File: src/rtl/dbp_pkg.sv
// shared constants and carrier types for the drive-bus parity block
package dbp_pkg;

    // register byte offsets on the apb slave
    localparam logic [7:0] DBP_CS1_OFF    = 8'h00;
    localparam logic [7:0] DBP_CS2_OFF    = 8'h04;
    localparam logic [7:0] DBP_ISTAT_OFF  = 8'h08;
    localparam logic [7:0] DBP_ICLR_OFF   = 8'h0c;
    localparam logic [7:0] DBP_IEN_OFF    = 8'h10;

    // field positions
    localparam int DBP_CS1_SC_BIT   = 15; // special condition / transfer err
    localparam int DBP_CS1_CPE_BIT  = 13; // control parity error
    localparam int DBP_CS2_DPE_BIT  = 8;  // data parity error
    localparam int DBP_CS2_PAT_BIT  = 4;  // parity test select
    localparam int DBP_IRQ_SYNC_BIT = 0;  // sync parity error event
    localparam int DBP_IRQ_CTRL_BIT = 1;  // control parity error event

    // widths
    localparam int DBP_SYNC_W = 18;
    localparam int DBP_CTRL_W = 16;
    localparam int DBP_REGISTER_SELECT_W = 5;
    localparam int DBP_UNIT_W = 3;
    localparam int DBP_IRQ_W  = 2;

    // values after reset
    localparam logic [DBP_IRQ_W-1:0] DBP_IEN_RST = 2'h0;
    localparam logic                 DBP_PAT_RST = 1'b0;

    // pins arriving from the drive side and host side, sampled together
    typedef struct packed {
        logic                  host_data_strobe;
        logic                  write_op;
        logic                  remote_read_gate;
        logic                  attn_summary_select;
        logic                  error_clear;
        logic                  sync_data_gate;
        logic                  device_select;
        logic                  host_write_cycle;
        logic [DBP_SYNC_W-1:0] output_buffer;
        logic                  buffer_parity_bit;
        logic [DBP_CTRL_W-1:0] ctrl_line_in;
        logic                  ctrl_parity_in;
        logic [DBP_CTRL_W-1:0] host_write_data;
        logic [DBP_REGISTER_SELECT_W-1:0] register_select_in;
        logic [DBP_UNIT_W-1:0] unit_select_in;
    } dbp_pins_t;

    localparam int DBP_PINS_W = $bits(dbp_pins_t);

endpackage

File: src/rtl/dbp_parity.sv
// parity tree: reports whether ones count plus bias is even
`timescale 1ns/100ps
`default_nettype none
module dbp_parity #(
    parameter int W = 8
) (
    input  wire logic [W-1:0] data,
    input  wire logic         odd_in,
    output var  logic         sum_even
);
    logic [W:0] chain; // running xor, one tap per bit

    assign chain[0] = odd_in;

    // one xor stage per data bit, like a cascade of small checkers
    genvar i;
    generate
        for (i = 0; i < W; i++) begin : g_bit
            assign chain[i+1] = chain[i] ^ data[i];
        end
    endgenerate

    // odd bias plus an odd data count gives an even total
    assign sum_even = ~chain[W];
endmodule
`default_nettype wire

File: src/rtl/dbp_sync.sv
// two-flop synchroniser for a vector of asynchronous pins
`timescale 1ns/100ps
`default_nettype none
module dbp_sync #(
    parameter int W = 1
) (
    input  wire logic         pclk,
    input  wire logic         presetn,
    input  wire logic [W-1:0] async_in,
    output var  logic [W-1:0] sync_out
);
    logic [W-1:0] meta_r; // first stage, read only by second stage

    // both stages reset to zero; all bits move together each edge
    always_ff @(posedge pclk or negedge presetn) begin
        if (!presetn) begin
            meta_r   <= '0;
            sync_out <= '0;
        end else begin
            meta_r   <= async_in;
            sync_out <= meta_r;
        end
    end
endmodule
`default_nettype wire

File: src/rtl/dbp_top.sv
// drive-bus parity control with apb register access
`timescale 1ns/100ps
`default_nettype none
module dbp_top
    import dbp_pkg::*;
(
    input  wire logic                  pclk,
    input  wire logic                  presetn,
    input  wire logic                  psel,
    input  wire logic                  penable,
    input  wire logic                  pwrite,
    input  wire logic [7:0]            paddr,
    input  wire logic [31:0]           pwdata,
    output var  logic [31:0]           prdata,
    output var  logic                  pready,
    output var  logic                  pslverr,
    input  wire logic                  host_data_strobe,
    input  wire logic                  write_op,
    input  wire logic                  remote_read_gate,
    input  wire logic                  attn_summary_select,
    input  wire logic                  error_clear,
    input  wire logic                  sync_data_gate,
    input  wire logic                  device_select,
    input  wire logic                  host_write_cycle,
    input  wire logic [DBP_SYNC_W-1:0] output_buffer,
    input  wire logic                  buffer_parity_bit,
    input  wire logic [DBP_CTRL_W-1:0] ctrl_line_in,
    input  wire logic                  ctrl_parity_in,
    input  wire logic [DBP_CTRL_W-1:0] host_write_data,
    input  wire logic [DBP_REGISTER_SELECT_W-1:0] register_select_in,
    input  wire logic [DBP_UNIT_W-1:0] unit_select_in,
    output var  logic [DBP_SYNC_W-1:0] sync_data_out,
    output var  logic                  sync_data_oe_n,
    output var  logic                  sync_parity_out,
    output var  logic                  sync_parity_oe_n,
    output var  logic [DBP_CTRL_W-1:0] ctrl_line_out,
    output var  logic                  ctrl_line_oe_n,
    output var  logic                  ctrl_parity_out,
    output var  logic [DBP_REGISTER_SELECT_W-1:0] register_select,
    output var  logic [DBP_UNIT_W-1:0] unit_select,
    output var  logic                  select_oe_n,
    output var  logic                  sync_err_led,
    output var  logic                  ctrl_err_led,
    output var  logic                  irq
);

    // ------------------------------------------------------------
    // pin sampling
    // ------------------------------------------------------------
    dbp_pins_t pins_async;  // raw pins gathered in one carrier
    dbp_pins_t pins;        // same pins after two flops

    assign pins_async.host_data_strobe    = host_data_strobe;
    assign pins_async.write_op            = write_op;
    assign pins_async.remote_read_gate    = remote_read_gate;
    assign pins_async.attn_summary_select = attn_summary_select;
    assign pins_async.error_clear         = error_clear;
    assign pins_async.sync_data_gate      = sync_data_gate;
    assign pins_async.device_select       = device_select;
    assign pins_async.host_write_cycle    = host_write_cycle;
    assign pins_async.output_buffer       = output_buffer;
    assign pins_async.buffer_parity_bit   = buffer_parity_bit;
    assign pins_async.ctrl_line_in        = ctrl_line_in;
    assign pins_async.ctrl_parity_in      = ctrl_parity_in;
    assign pins_async.host_write_data     = host_write_data;
    assign pins_async.register_select_in  = register_select_in;
    assign pins_async.unit_select_in      = unit_select_in;

    // data and strobes share one synchroniser so they stay aligned;
    // the far side must hold data steady around each strobe edge
    dbp_sync #(.W(DBP_PINS_W)) u_sync (
        .pclk     (pclk),
        .presetn  (presetn),
        .async_in (pins_async),
        .sync_out (pins)
    );

    // ------------------------------------------------------------
    // trailing edge detection on the two event strobes
    // ------------------------------------------------------------
    logic strobe_d_r;  // previous synced data strobe
    logic rgate_d_r;   // previous synced read gate
    logic strobe_fall; // one-cycle pulse at strobe trailing edge
    logic rgate_fall;  // one-cycle pulse at read gate trailing edge

    // history flops look at the second sync stage only
    always_ff @(posedge pclk or negedge presetn) begin
        if (!presetn) begin
            strobe_d_r <= 1'b0;
            rgate_d_r  <= 1'b0;
        end else begin
            strobe_d_r <= pins.host_data_strobe;
            rgate_d_r  <= pins.remote_read_gate;
        end
    end

    assign strobe_fall = strobe_d_r & ~pins.host_data_strobe;
    assign rgate_fall  = rgate_d_r & ~pins.remote_read_gate;

    // ------------------------------------------------------------
    // parity trees
    // ------------------------------------------------------------
    logic                  pat_r;        // parity test select
    logic [DBP_SYNC_W-1:0] sync_word;    // data bits seen by the tree
    logic                  sync_par_in;  // parity bit seen by the tree
    logic                  sync_even;    // sync tree result
    logic                  ctrl_even;    // control check tree result
    logic                  wr_even;      // control generate tree result

    // during writes the buffer parity bit is forced low and padded
    // words look like all zeros, so one tree serves both directions
    always_comb begin
        if (pins.write_op) begin
            sync_par_in = 1'b0;
            sync_word   = pins.sync_data_gate ?
                          pins.output_buffer : '0;
        end else begin
            sync_par_in = pins.buffer_parity_bit;
            sync_word   = pins.output_buffer;
        end
    end

    // odd bias drives every tree; test mode is applied after it, except on the control check tree
    dbp_parity #(.W(DBP_SYNC_W + 1)) u_sync_par (
        .data     ({sync_par_in, sync_word}),
        .odd_in   (1'b1),
        .sum_even (sync_even)
    );

    dbp_parity #(.W(DBP_CTRL_W + 1)) u_ctrl_chk (
        .data     ({pins.ctrl_parity_in, pins.ctrl_line_in}),
        .odd_in   (1'b1),
        .sum_even (ctrl_even)
    );

    dbp_parity #(.W(DBP_CTRL_W)) u_ctrl_gen (
        .data     (pins.host_write_data),
        .odd_in   (1'b1),
        .sum_even (wr_even)
    );

    // ------------------------------------------------------------
    // error checks
    // ------------------------------------------------------------
    logic sync_bad;  // sync word fails the selected parity
    logic ctrl_bad;  // control word fails odd parity

    // a good odd word makes the odd-biased sum even; in test mode
    // the drive sends even parity, so the sense flips
    assign sync_bad = ~(sync_even ^ pat_r);
    assign ctrl_bad = ~ctrl_even;

    // ------------------------------------------------------------
    // synchronous parity error flag
    // ------------------------------------------------------------
    logic sync_parity_error_flag_r; // sync_parity_error_flag
    logic sync_set;  // sampling event that sets the flag

    // clocked only on reads, never while write_op is high, and only while clear
    assign sync_set = strobe_fall & ~pins.write_op
                    & ~sync_parity_error_flag_r & sync_bad;

    // the error clear pin acts like a direct clear, so it wins
    // over a set in the same cycle, as the flop itself would
    always_ff @(posedge pclk or negedge presetn) begin
        if (!presetn) begin
            sync_parity_error_flag_r <= 1'b0;
        end else if (pins.error_clear) begin
            sync_parity_error_flag_r <= 1'b0;
        end else if (sync_set) begin
            sync_parity_error_flag_r <= 1'b1;
        end
    end

    // ------------------------------------------------------------
    // control parity error flag
    // ------------------------------------------------------------
    logic ctrl_pe_r; // ctrl_parity_error_flag
    logic ctrl_set;  // sampling event that sets the flag

    // attention summary reads carry one bit per drive, so parity
    // over the whole word means nothing there
    assign ctrl_set = rgate_fall & ctrl_bad
                    & ~pins.attn_summary_select;

    // flag feeds itself back, so it holds until cleared
    always_ff @(posedge pclk or negedge presetn) begin
        if (!presetn) begin
            ctrl_pe_r <= 1'b0;
        end else if (pins.error_clear) begin
            ctrl_pe_r <= 1'b0;
        end else begin
            ctrl_pe_r <= ctrl_pe_r | ctrl_set;
        end
    end

    // ------------------------------------------------------------
    // drive bus outputs
    // ------------------------------------------------------------
    // every bus output is a flop so the cable sees no glitches;
    // cost is one extra cycle after the synchroniser
    always_ff @(posedge pclk or negedge presetn) begin
        if (!presetn) begin
            sync_data_out    <= '0;
            sync_data_oe_n   <= 1'b1;
            sync_parity_out  <= 1'b0;
            sync_parity_oe_n <= 1'b1;
        end else begin
            sync_data_out    <= pins.output_buffer;
            sync_data_oe_n   <= ~pins.sync_data_gate;
            // padded words get the parity bit only, keeping odd
            sync_parity_out  <= ~sync_even ^ pat_r;
            sync_parity_oe_n <= ~pins.write_op;
        end
    end

    // control lines and selects for remote register access
    always_ff @(posedge pclk or negedge presetn) begin
        if (!presetn) begin
            ctrl_line_out   <= '0;
            ctrl_line_oe_n  <= 1'b1;
            ctrl_parity_out <= 1'b0;
            register_select <= '0;
            unit_select     <= '0;
            select_oe_n     <= 1'b1;
        end else begin
            ctrl_line_out   <= pins.host_write_data;
            ctrl_line_oe_n  <= ~(pins.device_select &
                                 pins.host_write_cycle);
            // even data count needs the bit set for odd parity
            ctrl_parity_out <= ~wr_even ^ pat_r;
            register_select <= pins.register_select_in;
            unit_select     <= pins.unit_select_in;
            select_oe_n     <= ~pins.device_select;
        end
    end

    // separate lamps for the two paths
    always_ff @(posedge pclk or negedge presetn) begin
        if (!presetn) begin
            sync_err_led <= 1'b0;
            ctrl_err_led <= 1'b0;
        end else begin
            sync_err_led <= sync_parity_error_flag_r;
            ctrl_err_led <= ctrl_pe_r;
        end
    end

    // ------------------------------------------------------------
    // status views
    // ------------------------------------------------------------
    logic [31:0] cs1_view; // first control/status word
    logic [31:0] cs2_view; // second control/status word

    // bit 15 merges both errors, as transfer and special condition
    always_comb begin
        cs1_view = '0;
        cs1_view[DBP_CS1_SC_BIT]  = sync_parity_error_flag_r | ctrl_pe_r;
        cs1_view[DBP_CS1_CPE_BIT] = ctrl_pe_r;
        cs2_view = '0;
        cs2_view[DBP_CS2_DPE_BIT] = sync_parity_error_flag_r;
        cs2_view[DBP_CS2_PAT_BIT] = pat_r;
    end

    // ------------------------------------------------------------
    // apb slave
    // ------------------------------------------------------------
    logic                 setup_ph;  // first cycle of a transfer
    logic                 wr_take;   // write commits this edge
    logic                 addr_ok;   // address hits a register
    logic [DBP_IRQ_W-1:0] istat_r;   // sticky event bits
    logic [DBP_IRQ_W-1:0] ien_r;     // event enables
    logic [31:0]          rd_mux;    // read data for current address

    assign setup_ph = psel & ~penable;
    assign wr_take  = psel & penable & pready & pwrite & ~pslverr;

    // decode plus read selection; clear register reads as zero
    always_comb begin
        addr_ok = 1'b1;
        rd_mux  = '0;
        case (paddr)
            DBP_CS1_OFF:   rd_mux = cs1_view;
            DBP_CS2_OFF:   rd_mux = cs2_view;
            DBP_ISTAT_OFF: rd_mux = {30'h0, istat_r};
            DBP_ICLR_OFF:  rd_mux = '0;
            DBP_IEN_OFF:   rd_mux = {30'h0, ien_r};
            default:       addr_ok = 1'b0;
        endcase
    end

    // one wait-free access: answer is registered in setup so that
    // pready, prdata and pslverr all come straight from flops
    always_ff @(posedge pclk or negedge presetn) begin
        if (!presetn) begin
            pready  <= 1'b0;
            pslverr <= 1'b0;
            prdata  <= '0;
        end else begin
            pready  <= setup_ph;
            pslverr <= setup_ph & ~addr_ok;
            if (setup_ph && !pwrite) begin
                prdata <= rd_mux;
            end
        end
    end

    // software owns only the parity test bit of the second word
    always_ff @(posedge pclk or negedge presetn) begin
        if (!presetn) begin
            pat_r <= DBP_PAT_RST;
        end else if (wr_take && paddr == DBP_CS2_OFF) begin
            pat_r <= pwdata[DBP_CS2_PAT_BIT];
        end
    end

    // interrupt enable register
    always_ff @(posedge pclk or negedge presetn) begin
        if (!presetn) begin
            ien_r <= DBP_IEN_RST;
        end else if (wr_take && paddr == DBP_IEN_OFF) begin
            ien_r <= pwdata[DBP_IRQ_W-1:0];
        end
    end

    // ------------------------------------------------------------
    // interrupt status and line
    // ------------------------------------------------------------
    logic [DBP_IRQ_W-1:0] ev_set; // events this cycle
    logic [DBP_IRQ_W-1:0] ev_clr; // write-one-to-clear mask

    assign ev_set[DBP_IRQ_SYNC_BIT] = sync_set;
    assign ev_set[DBP_IRQ_CTRL_BIT] = ctrl_set & ~ctrl_pe_r;
    assign ev_clr = (wr_take && paddr == DBP_ICLR_OFF) ?
                    pwdata[DBP_IRQ_W-1:0] : '0;

    // a new event in the clearing cycle survives the clear
    always_ff @(posedge pclk or negedge presetn) begin
        if (!presetn) begin
            istat_r <= '0;
        end else begin
            istat_r <= (istat_r & ~ev_clr) | ev_set;
        end
    end

    // level output, one cycle behind the status bits
    always_ff @(posedge pclk or negedge presetn) begin
        if (!presetn) begin
            irq <= 1'b0;
        end else begin
            irq <= |(istat_r & ien_r);
        end
    end

endmodule
`default_nettype wire

File: config.mk
export PLATFORM = sky130hd
export DESIGN_NAME = dbp_top
export DESIGN_NICKNAME = d
export VERILOG_FILES = /design/src/rtl/dbp_pkg.sv /design/src/rtl/dbp_parity.sv /design/src/rtl/dbp_sync.sv /design/src/rtl/dbp_top.sv
export SDC_FILE = /design/constraint.sdc
export NUM_CORES = 1
export LEC_CHECK = 0
export CORE_MARGIN = 10
export CORE_UTILIZATION = 50
export DETAILED_ROUTE_END_ITERATION = 8
export DONT_BUFFER_PORTS = 1
export GPL_TIMING_DRIVEN = 0
export HOLD_SLACK_MARGIN = 0.08
export MAX_ROUTING_LAYER = met4
export PLACE_DENSITY = 0.64
export SLEW_MARGIN = 40
export SYNTH_ARGS = -nofsm -noshare
export SYNTH_HDL_FRONTEND = slang
export SYNTH_SLANG_ARGS = --single-unit
File: constraint.sdc
create_clock -name pclk -period 1.64 [get_ports pclk]
set_input_delay 0.164 -clock pclk [delete_from_list [all_inputs] [get_ports pclk]]
set_output_delay 0.164 -clock pclk [all_outputs]
set_load 0.01 [all_outputs]
; Word level (Yosys, flattened, before mapping)
; Index checks and enable logic that the tools add are counted.
[op_classes]
eq_ne = 4
mux = 9
n_bitwise = 90
n_reduce_logical = 9
[ops]
columns = cell, n
row1 = $pmux 16 s4, 1
row2 = $xor 1x1->1, 52
row3 = $mux 18, 2
row4 = $not 1->1, 17
row5 = $eq 8x4->1 const B, 2
row6 = $and 1x1->1, 15
row7 = $eq 8x3->1 const B, 1
row8 = $eq 8x5->1 const B, 1
row9 = $logic_not 8->1, 1
row10 = $mux 1, 5
row11 = $reduce_or 5->1, 1
row12 = $and 2x2->2, 2
row13 = $logic_and 1x1->1, 4
row14 = $mux 2, 1
row15 = $not 2->2, 1
row16 = $or 1x1->1, 2
row17 = $or 2x2->2, 1
row18 = $reduce_bool 2->1, 1
row19 = $reduce_or 2->1, 1
row20 = $logic_not 1->1, 1
[word_totals]
reg_bits = 230
in_bits = 113
output_inout_bits = 85
elab_cells = 137

; Logic depth before layout (Yosys ltp)
; Gate-level depths: netlist (run 1).
[depth]
depth_word = 27
depth_mapped = 6
mapped_depth_nobuf = 6

; Cells and area by module
; From an unflattened synthesis (run 1), not the netlist that was laid out.
[unflattened]
hier_cells = 364
hier_area_um2 = 6301.0
[by_module_without_submodules]
columns = module, n_inst, cells_each, area_per_inst_um2, seq_area_each_um2
row1 = dbp_sync, 1, 136, 3403.3, 3403.3
row2 = dbp_top, 1, 179, 2419.8, 1706.6
row3 = dbp_parity at u_sync_par, 1, 18, 171.4, 0.0
row4 = dbp_parity at u_ctrl_chk, 1, 16, 161.4, 0.0
row5 = dbp_parity at u_ctrl_gen, 1, 15, 145.1, 0.0

; Least setup slack after synthesis (run 1)
; Ideal clock, no wire load.
[synth_timing]
kind = register to register
startpoint = register u_sync.sync_out[49]
endpoint = register sync_parity_error_flag_r
setup_time_ps = 126
arrival_time_ps = 1676
t_required_ps = 1514
slack_ps = -162
path_stages_with_launch = 7
path_buffers = 0
synth_period_minus_slack_ps = 1802
path_cell_list = dfrtp_1 > xnor2_1 > xnor2_2 > xnor3_1 > o21bai_4 > and2_4 > a221o_1
[synth_via]
elab_chain_cells = 19
[synth_rtl]
columns = item, line_no
row1 = start: declaration, dbp_sync.sv:10  ; output var logic [W-1:0] sync_out
row2 = start signal: assignment, dbp_sync.sv:21  ; sync_out <= meta_r;
row3 = $mux 18, dbp_top.sv:115  ; sync_word = pins.sync_data_gate ?
row4 = $mux 18 *, dbp_top.sv:113  ; if (pins.write_op) begin
row5 = $xor 1x1->1 * (12 in a row), dbp_parity.sv:19  ; assign chain[i+1] = chain[i] ^ data[i];
row6 = $not 1->1 *, dbp_parity.sv:24  ; assign sum_even = ~chain[W];
row7 = $xor 1x1->1 *, dbp_top.sv:150  ; assign sync_bad = ~(sync_even ^ pat_r);
row8 = $not 1->1 *, dbp_top.sv:150
row9 = $and 1x1->1 *, dbp_top.sv:161  ; & ~sync_parity_error_flag_r & sync_bad;
row10 = $reduce_bool 2->1 (no source line) *, n/a
row11 = end signal: assignment, dbp_top.sv:167  ; sync_parity_error_flag_r <= 1'b0;
row12 = end signal: assignment, dbp_top.sv:169  ; sync_parity_error_flag_r <= 1'b0;
row13 = end signal: assignment, dbp_top.sv:171  ; sync_parity_error_flag_r <= 1'b1;
row14 = end: declaration, dbp_top.sv:156  ; logic sync_parity_error_flag_r;
; Mark *: on every way between the ends. The rest lies on a longest branch, timed or not.
; A chain may end at the register's enable or synchronous reset.

; Worst setup path in the final report (run 1)
[layout_timing]
startpoint = register u_sync.sync_out[52]
endpoint = register sync_parity_error_flag_r
[layout_via]
elab_chain_cells = 16
[layout_rtl]
columns = item, line_no
row1 = $mux 18, dbp_top.sv:115
row2 = $mux 18 *, dbp_top.sv:113
row3 = $xor 1x1->1 * (9 in a row), dbp_parity.sv:19
row4 = $not 1->1 *, dbp_parity.sv:24
row5 = $xor 1x1->1 *, dbp_top.sv:150
row6 = $not 1->1 *, dbp_top.sv:150
row7 = $and 1x1->1 *, dbp_top.sv:161
row8 = $reduce_bool 2->1 (no source line) *, n/a
; Marks and branches as above.

==> impl_metrics.ini, run 1 <==
[setup_path]
critPathRequiredTime_ps = 2000
worst_ep_arrival_time_ps = 2310
worstSetupPathType = flop to flop
crit_fanout = 4
crit_path_end_kind = flop
startpoint_type = flop

[layout]
area_growth_pct = 31.79
fin_util = 0.6781
layout_commonest_cell = dfrtp_1
num-fill-cells = 792
ff_latch_area_mm2 = 0.005110
fin_nets = 602
fin_area_mm2 = 0.008179
drive_gt1_frac = 0.1730
final_cells = 671
diodes = 0
layout_common_cells = dfrtp_1, dlygate4sd3_1, buf_4, xnor2_1, conb_1
multi_input_area_mm2 = 0.001060

[sta]
holdWs_ps = -619.1
relSlewSlack = 0.5408
setup_viol = 3
setup_tns_ps = -620.6
worst_slew_pin_slew_ps = 671.5
slew_viol_final = 0
fmax_mhz = 512.8
hold_violations = 204
fin_worst_skew_ps = 6.788
setup_ws_ps = -310.0
post-route-period-util = 1.189
period_minus_slack_ps = 1950
rsz0062_at_grt = yes

[global_route]
gr-usage-met3 = 0.05259
grt_max_degree = 205
top_usage_layer = met2
globalRoute.totalOverflow = 0
antenna_found_initial = 0
grt_usage = 0.1335
use_met2 = 0.2371
grt_pass1_vias = 3355
grt_pass1_wl_um = 18220
met1_usage = 0.1344

[clock_network]
clkTransAtPathRegs_ps = 60
clock-root-buffer = clkbuf_16
cts.sinks = 204
htree_levels = 1
clockBufferDepth = 3
clk_latency_ps = 480
cts-buffers-inserted = 20
cts_tree = yes

[route]
wl_per_cell_um = 17.12
vias = 2966
viasPerCell = 4.420
first_iter_violations = 157
first_pass_iters = 4
ant_nets = 0
drc = 0
wirelength_um = 11490

[placed_design]
hpwlAfterDp_um = 6927
postPlaceCellArea_mm2 = 0.006518
place_ws_ps = -325.6
gp_congestion = 0.7449
dp.cells = 548
io_buffers = 0

[floorplan]
fp.dieW_um = 131.4
core_area_mm2 = 0.01206
io_pins = 198
dieArea_mm2 = 0.01727
start_util = 0.5145
fp-row-count = 40
dieHeight_um = 131.4

[min_path]
hold_path_class = input port to asynchronous set/reset pin

[pwr]
ir_worst_vdd_uv = 1016
leakage_nw = 3.713
powerDensity_mw_per_mm2 = 1330
total_power_mw = 10.88

[status]
outcome = complete, but fails checks
violations = hold timing, setup timing

[synth]
synth_warnings = 0
ys_types = 33
syn_avg_cell_area_um2 = 17.48
synth_area_mm2 = 0.006206
ys_ff_latch = 204
synthCells = 355
ys_seq_area_frac = 0.8234

[flow_run]
max_cap_viol_count = 0
==> power by group <==
part / switching [mW] / leakage (nW) / internal [mW]
clock: 1.78 / 0.346 / 2.86
combinational: 0.276 / 0.967 / 0.471
sequential: 0.183 / 2.40 / 5.31
==> logic make-up (layout without fill, tap and decap cells) <==
family,Yosys count,after routing,share of synthesized area
and+or+nand+nor,43,43,0.03609
DFF,204,204,0.8234
buffers and inverters,35,158,0.03690
muxes,1,1,0.001814
xor gates and xnor gates,46,46,0.07399
other,1,26,0.0006043
AOI/OAI and AO/OA,25,25,0.02722
==> routing by layer <==
layer  vias up  wire (µm)
li1       1350          -
met1      1483       4073
met2       115       6341
met3        18        942
met4         0        129
met5         -          0
==> Yosys cell counts <==
cell type,instances,share of area
dfrtp_1,200,0.81
mux2_2,1,0.0018
or4b_2,1,0.0016
and2_4,1,0.0014
nand2_1,13,0.0079
a2111oi_0,1,0.0014
o21bai_4,1,0.0030
and2_1,1,0.0010
dfstp_2,4,0.017
inv_1,7,0.0042
nor4_1,1,0.0010
nor2_1,8,0.0048
a21oi_1,3,0.0024
xnor3_1,3,0.011
o21ai_1,1,0.00081
conb_1,1,0.00060
nor3_1,2,0.0016
xnor2_1,34,0.048
buf_4,26,0.031
nand3b_1,1,0.0012
nand2b_1,2,0.0020
clkbuf_1,2,0.0012
a22o_1,5,0.0071
xnor2_2,2,0.0052
a21boi_0,1,0.0012
nor2b_1,4,0.0040
nor4b_1,2,0.0028
o21ai_0,12,0.0097
nand4_1,3,0.0030
xor2_1,7,0.0099
and2b_1,1,0.0012
nand3_1,3,0.0024
a221o_1,1,0.0016
==> critical path, cell delays in order (launching register included) <==
cell and delay [ps]:
dfrtp_1 390, xnor2_1 190, xnor2_1 140, xnor3_2 480
o21bai_4 210, and2_4 150, a221o_1 280
==> sequential cells by signal, indices dropped and copies added (netlist names), 2 cells and up <==
name / flops
istat_r: 2
sync_data_out: 18
ctrl_line_out: 16
prdata: 6
ien_r: 2
register_select: 5
u_sync.meta_r: 68
u_sync.sync_out: 68
unit_select: 3
==> path summary, 6_finish.rpt <==
| check | startpoint | slack (ps) | endpoint | depth (start not counted) |
|---|---|---|---|---|
| hold / removal | presetn | -620 | sync_data_out[12]$_DFF_PN0_ | 0 |
| setup reg to reg | u_sync.sync_out[52]$_DFF_PN0_ | -310 | sync_parity_error_flag_r$_DFFE_PN0P_ | 6 |
| min in group pclk | paddr[3] | 120 | prdata[0]$_DFFE_PN0P_ | 3 |
| hold reg to reg | u_sync.meta_r[41]$_DFF_PN0_ | 350 | u_sync.sync_out[41]$_DFF_PN0_ | 0 |
| max in group asynchronous | presetn | 1880 | ctrl_line_oe_n$_DFF_PN1_ | 0 |
| setup / recovery | u_sync.sync_out[52]$_DFF_PN0_ | -310 | sync_parity_error_flag_r$_DFFE_PN0P_ | 6 |
==> what timing repair did <==
action	4_1_cts	5_1_grt
endpoints found under the hold margin	285	206
pin swaps	8	7
endpoints found under the setup margin	5	10
resized for setup	3	14
hold buffers	84	1
buffers inserted	1	2
==> cell type report <==
cell class	count	share of cell area
plain buffers	28	0.02478
clock buffers	32	0.07894
clock inverters	4	0.007190
inverters	7	0.003212
multi-input cells	141	0.1296
flip-flops and latches	204	0.6248
well taps	168	0.02570
repair buffers	87	0.1059
Power figures use the tool's default switching activity.
==> run 2, diff against run 1 <==
- CAP_MARGIN: not set -> 5
- CORE_MARGIN: 10 -> not set
- CTS_BUF_LIST: not set -> sky130_fd_sc_hd__clkbuf_4 sky130_fd_sc_hd__clkbuf_8 sky130_fd_sc_hd__clkbuf_16
==> impl_metrics.ini, run 2 (same netlist as run 1, synthesis figures left out) <==
[status]
outcome = complete, but fails checks
violations = hold timing, setup timing

[global_route]
grt_usage = 0.1628
grt_pass1_wl_um = 15540
antenna_found_initial = 0
grt_pass1_vias = 3253
grt_max_degree = 205
globalRoute.totalOverflow = 0

[route]
vias = 2976
wirelength_um = 10110
first_iter_violations = 145
viasPerCell = 4.442
ant_nets = 0
drc = 0
first_pass_iters = 4
wl_per_cell_um = 15.09

[pwr]
swShare = 0.2049
p_sw_mw = 2.171
ir_worst_vdd_uv = 938.7
internal_power_mw = 8.423
comb_power_share = 0.067
seqPwrFrac = 0.518
p_clk_frac = 0.416
powerDensity_mw_per_mm2 = 1312
leakage_nw = 3.645
total_power_mw = 10.59

[clock_network]
cts-buffers-inserted = 20
clkTransAtPathRegs_ps = 60
cts.sinks = 204
cts_tree = yes
htree_levels = 1
clk_latency_ps = 480
clock-root-buffer = clkbuf_16
clockBufferDepth = 3

[layout]
layout_common_cells = dfrtp_1, dlygate4sd3_1, xnor2_1, buf_4, conb_1
multi_input_area_mm2 = 0.001007
area_growth_pct = 30.12
diodes = 0
largestRegisters = u_sync.meta_r (68), u_sync.sync_out (68), sync_data_out (18)
num-fill-cells = 804
drive_gt1_frac = 0.1594
fin_nets = 601
layout_commonest_cell = dfrtp_1
final_cells = 670
ff_latch_area_mm2 = 0.005110

[sta]
fin_worst_skew_ps = 17.72
fmax_mhz = 513.1
relSlewSlack = 0.6069
setup_viol = 6
setup_ws_ps = -309.0
holdWs_ps = -613.7
period_minus_slack_ps = 1949
slew_viol_final = 0
worst_slew_pin_slew_ps = 588.2
hold_violations = 204
rsz0062_at_grt = yes
post-route-period-util = 1.188

[placed_design]
gp_congestion = 0.7314
hpwlAfterDp_um = 5294
place_ws_ps = -336.0
io_buffers = 0
dp.cells = 548

[flow_run]
max_cap_viol_count = 0

[setup_path]
worst_path_largest_cell_delay_ps = 480
r2r-start = u_sync.sync_out[58]$_DFF_PN0_
startpoint_type = flop
crit_fanout = 3
rr_worst_depth = 6
slowest_stage = xnor3_2
crit_chain = xor2_1 > xnor2_1 > xnor3_2 > o21bai_4 > and2_4 > a221o_1
crit_path_end_kind = flop
worstSetupPathType = flop to flop
critPathRequiredTime_ps = 2000
path_delay_family = XOR/XNOR gates
crit_path_start = u_sync.sync_out[58]$_DFF_PN0_
crit_cells = 6
path_buf_inv = 0
worst_ep_arrival_time_ps = 2310

[floorplan]
start_util = 0.5145
io_pins = 198
core_area_mm2 = 0.01206
fp.dieW_um = 113.4
fp-row-count = 40
dieHeight_um = 113.4
dieArea_mm2 = 0.01286

[min_path]
hold_path_class = input port to asynchronous set/reset pin
## run 2: cell count changes in the layout (fill, tap and decap cells not counted), sizes merged
cell | previous run | this run
clkbuf | 34 | 37
dlygate4sd3 | 83 | 85
clkinv | 2 | 1
buf | 29 | 27
clkinvlp | 1 | 0
bufinv | 1 | 0
dlymetal6s4s | 1 | 0
## run 2: worst paths after layout
kind	to	slack, ps
setup / recovery	sync_parity_error_flag_r$_DFFE_PN0P_	-310
hold / removal	sync_data_out[11]$_DFF_PN0_	-610
setup reg to reg	sync_parity_error_flag_r$_DFFE_PN0P_	-310
hold reg to reg	u_sync.sync_out[33]$_DFF_PN0_	340
max in group asynchronous	sync_data_oe_n$_DFF_PN1_	1950
min in group pclk	prdata[0]$_DFFE_PN0P_	130
## run 2: worst reg2reg max path: stages, from the launching register on
cell and delay [ps]:
dfrtp_1 390, xor2_1 180, xnor2_1 140, xnor3_2 480, o21bai_4 200, and2_4 150, a221o_1 290
## run 2: routing by layer
layer | GRT usage | vias to the layer above | routed length (µm)
li1 | - | 1348 | -
met1 | 0.1769 | 1479 | 3633
met2 | 0.2863 | 123 | 5444
met3 | 0.04198 | 26 | 662
met4 | 0.06491 | 0 | 372
met5 | - | - | 0
## run 2: power by group through the flow
stage                     clock network (mW)  registers, mW  logic (mW)
after CTS                               4.52           5.48       0.691
after detailed placement                   0           5.57       0.507
final                                   4.40           5.48       0.709
after global placement                     0           5.56       0.500
after floorplan                            0           5.53       0.448
after global routing                    4.72           5.51       0.764
## run 2: area by class of cell
type	instances	share of cell area
Sequential cell	204	0.6328
Multi-Input combinational cell	141	0.1247
Timing Repair Buffer	86	0.1063
Clock buffer	35	0.07980
Tap cell	168	0.02603
Buffer	28	0.02510
Inverter	7	0.003254
Clock inverter	1	0.002014
## run 2: stage by stage
step                TNS [ps]  area (µm²)    util
finish                -898.8        8075  0.6695
global route           -1419        8075  0.6695
CTS                   -960.3        8028  0.6656
detailed placement    -801.3        6518  0.5404
global placement      -774.1        6518  0.5404
floorplan             -196.2        6307       -
## run 2: what timing repair did
action	CTS	global route
resized for setup	2	7
cloned	0	0
pin swaps	12	7
hold endpoints to repair	285	206
buffers inserted	1	0
endpoints found under the setup margin	5	12
hold buffers	84	3
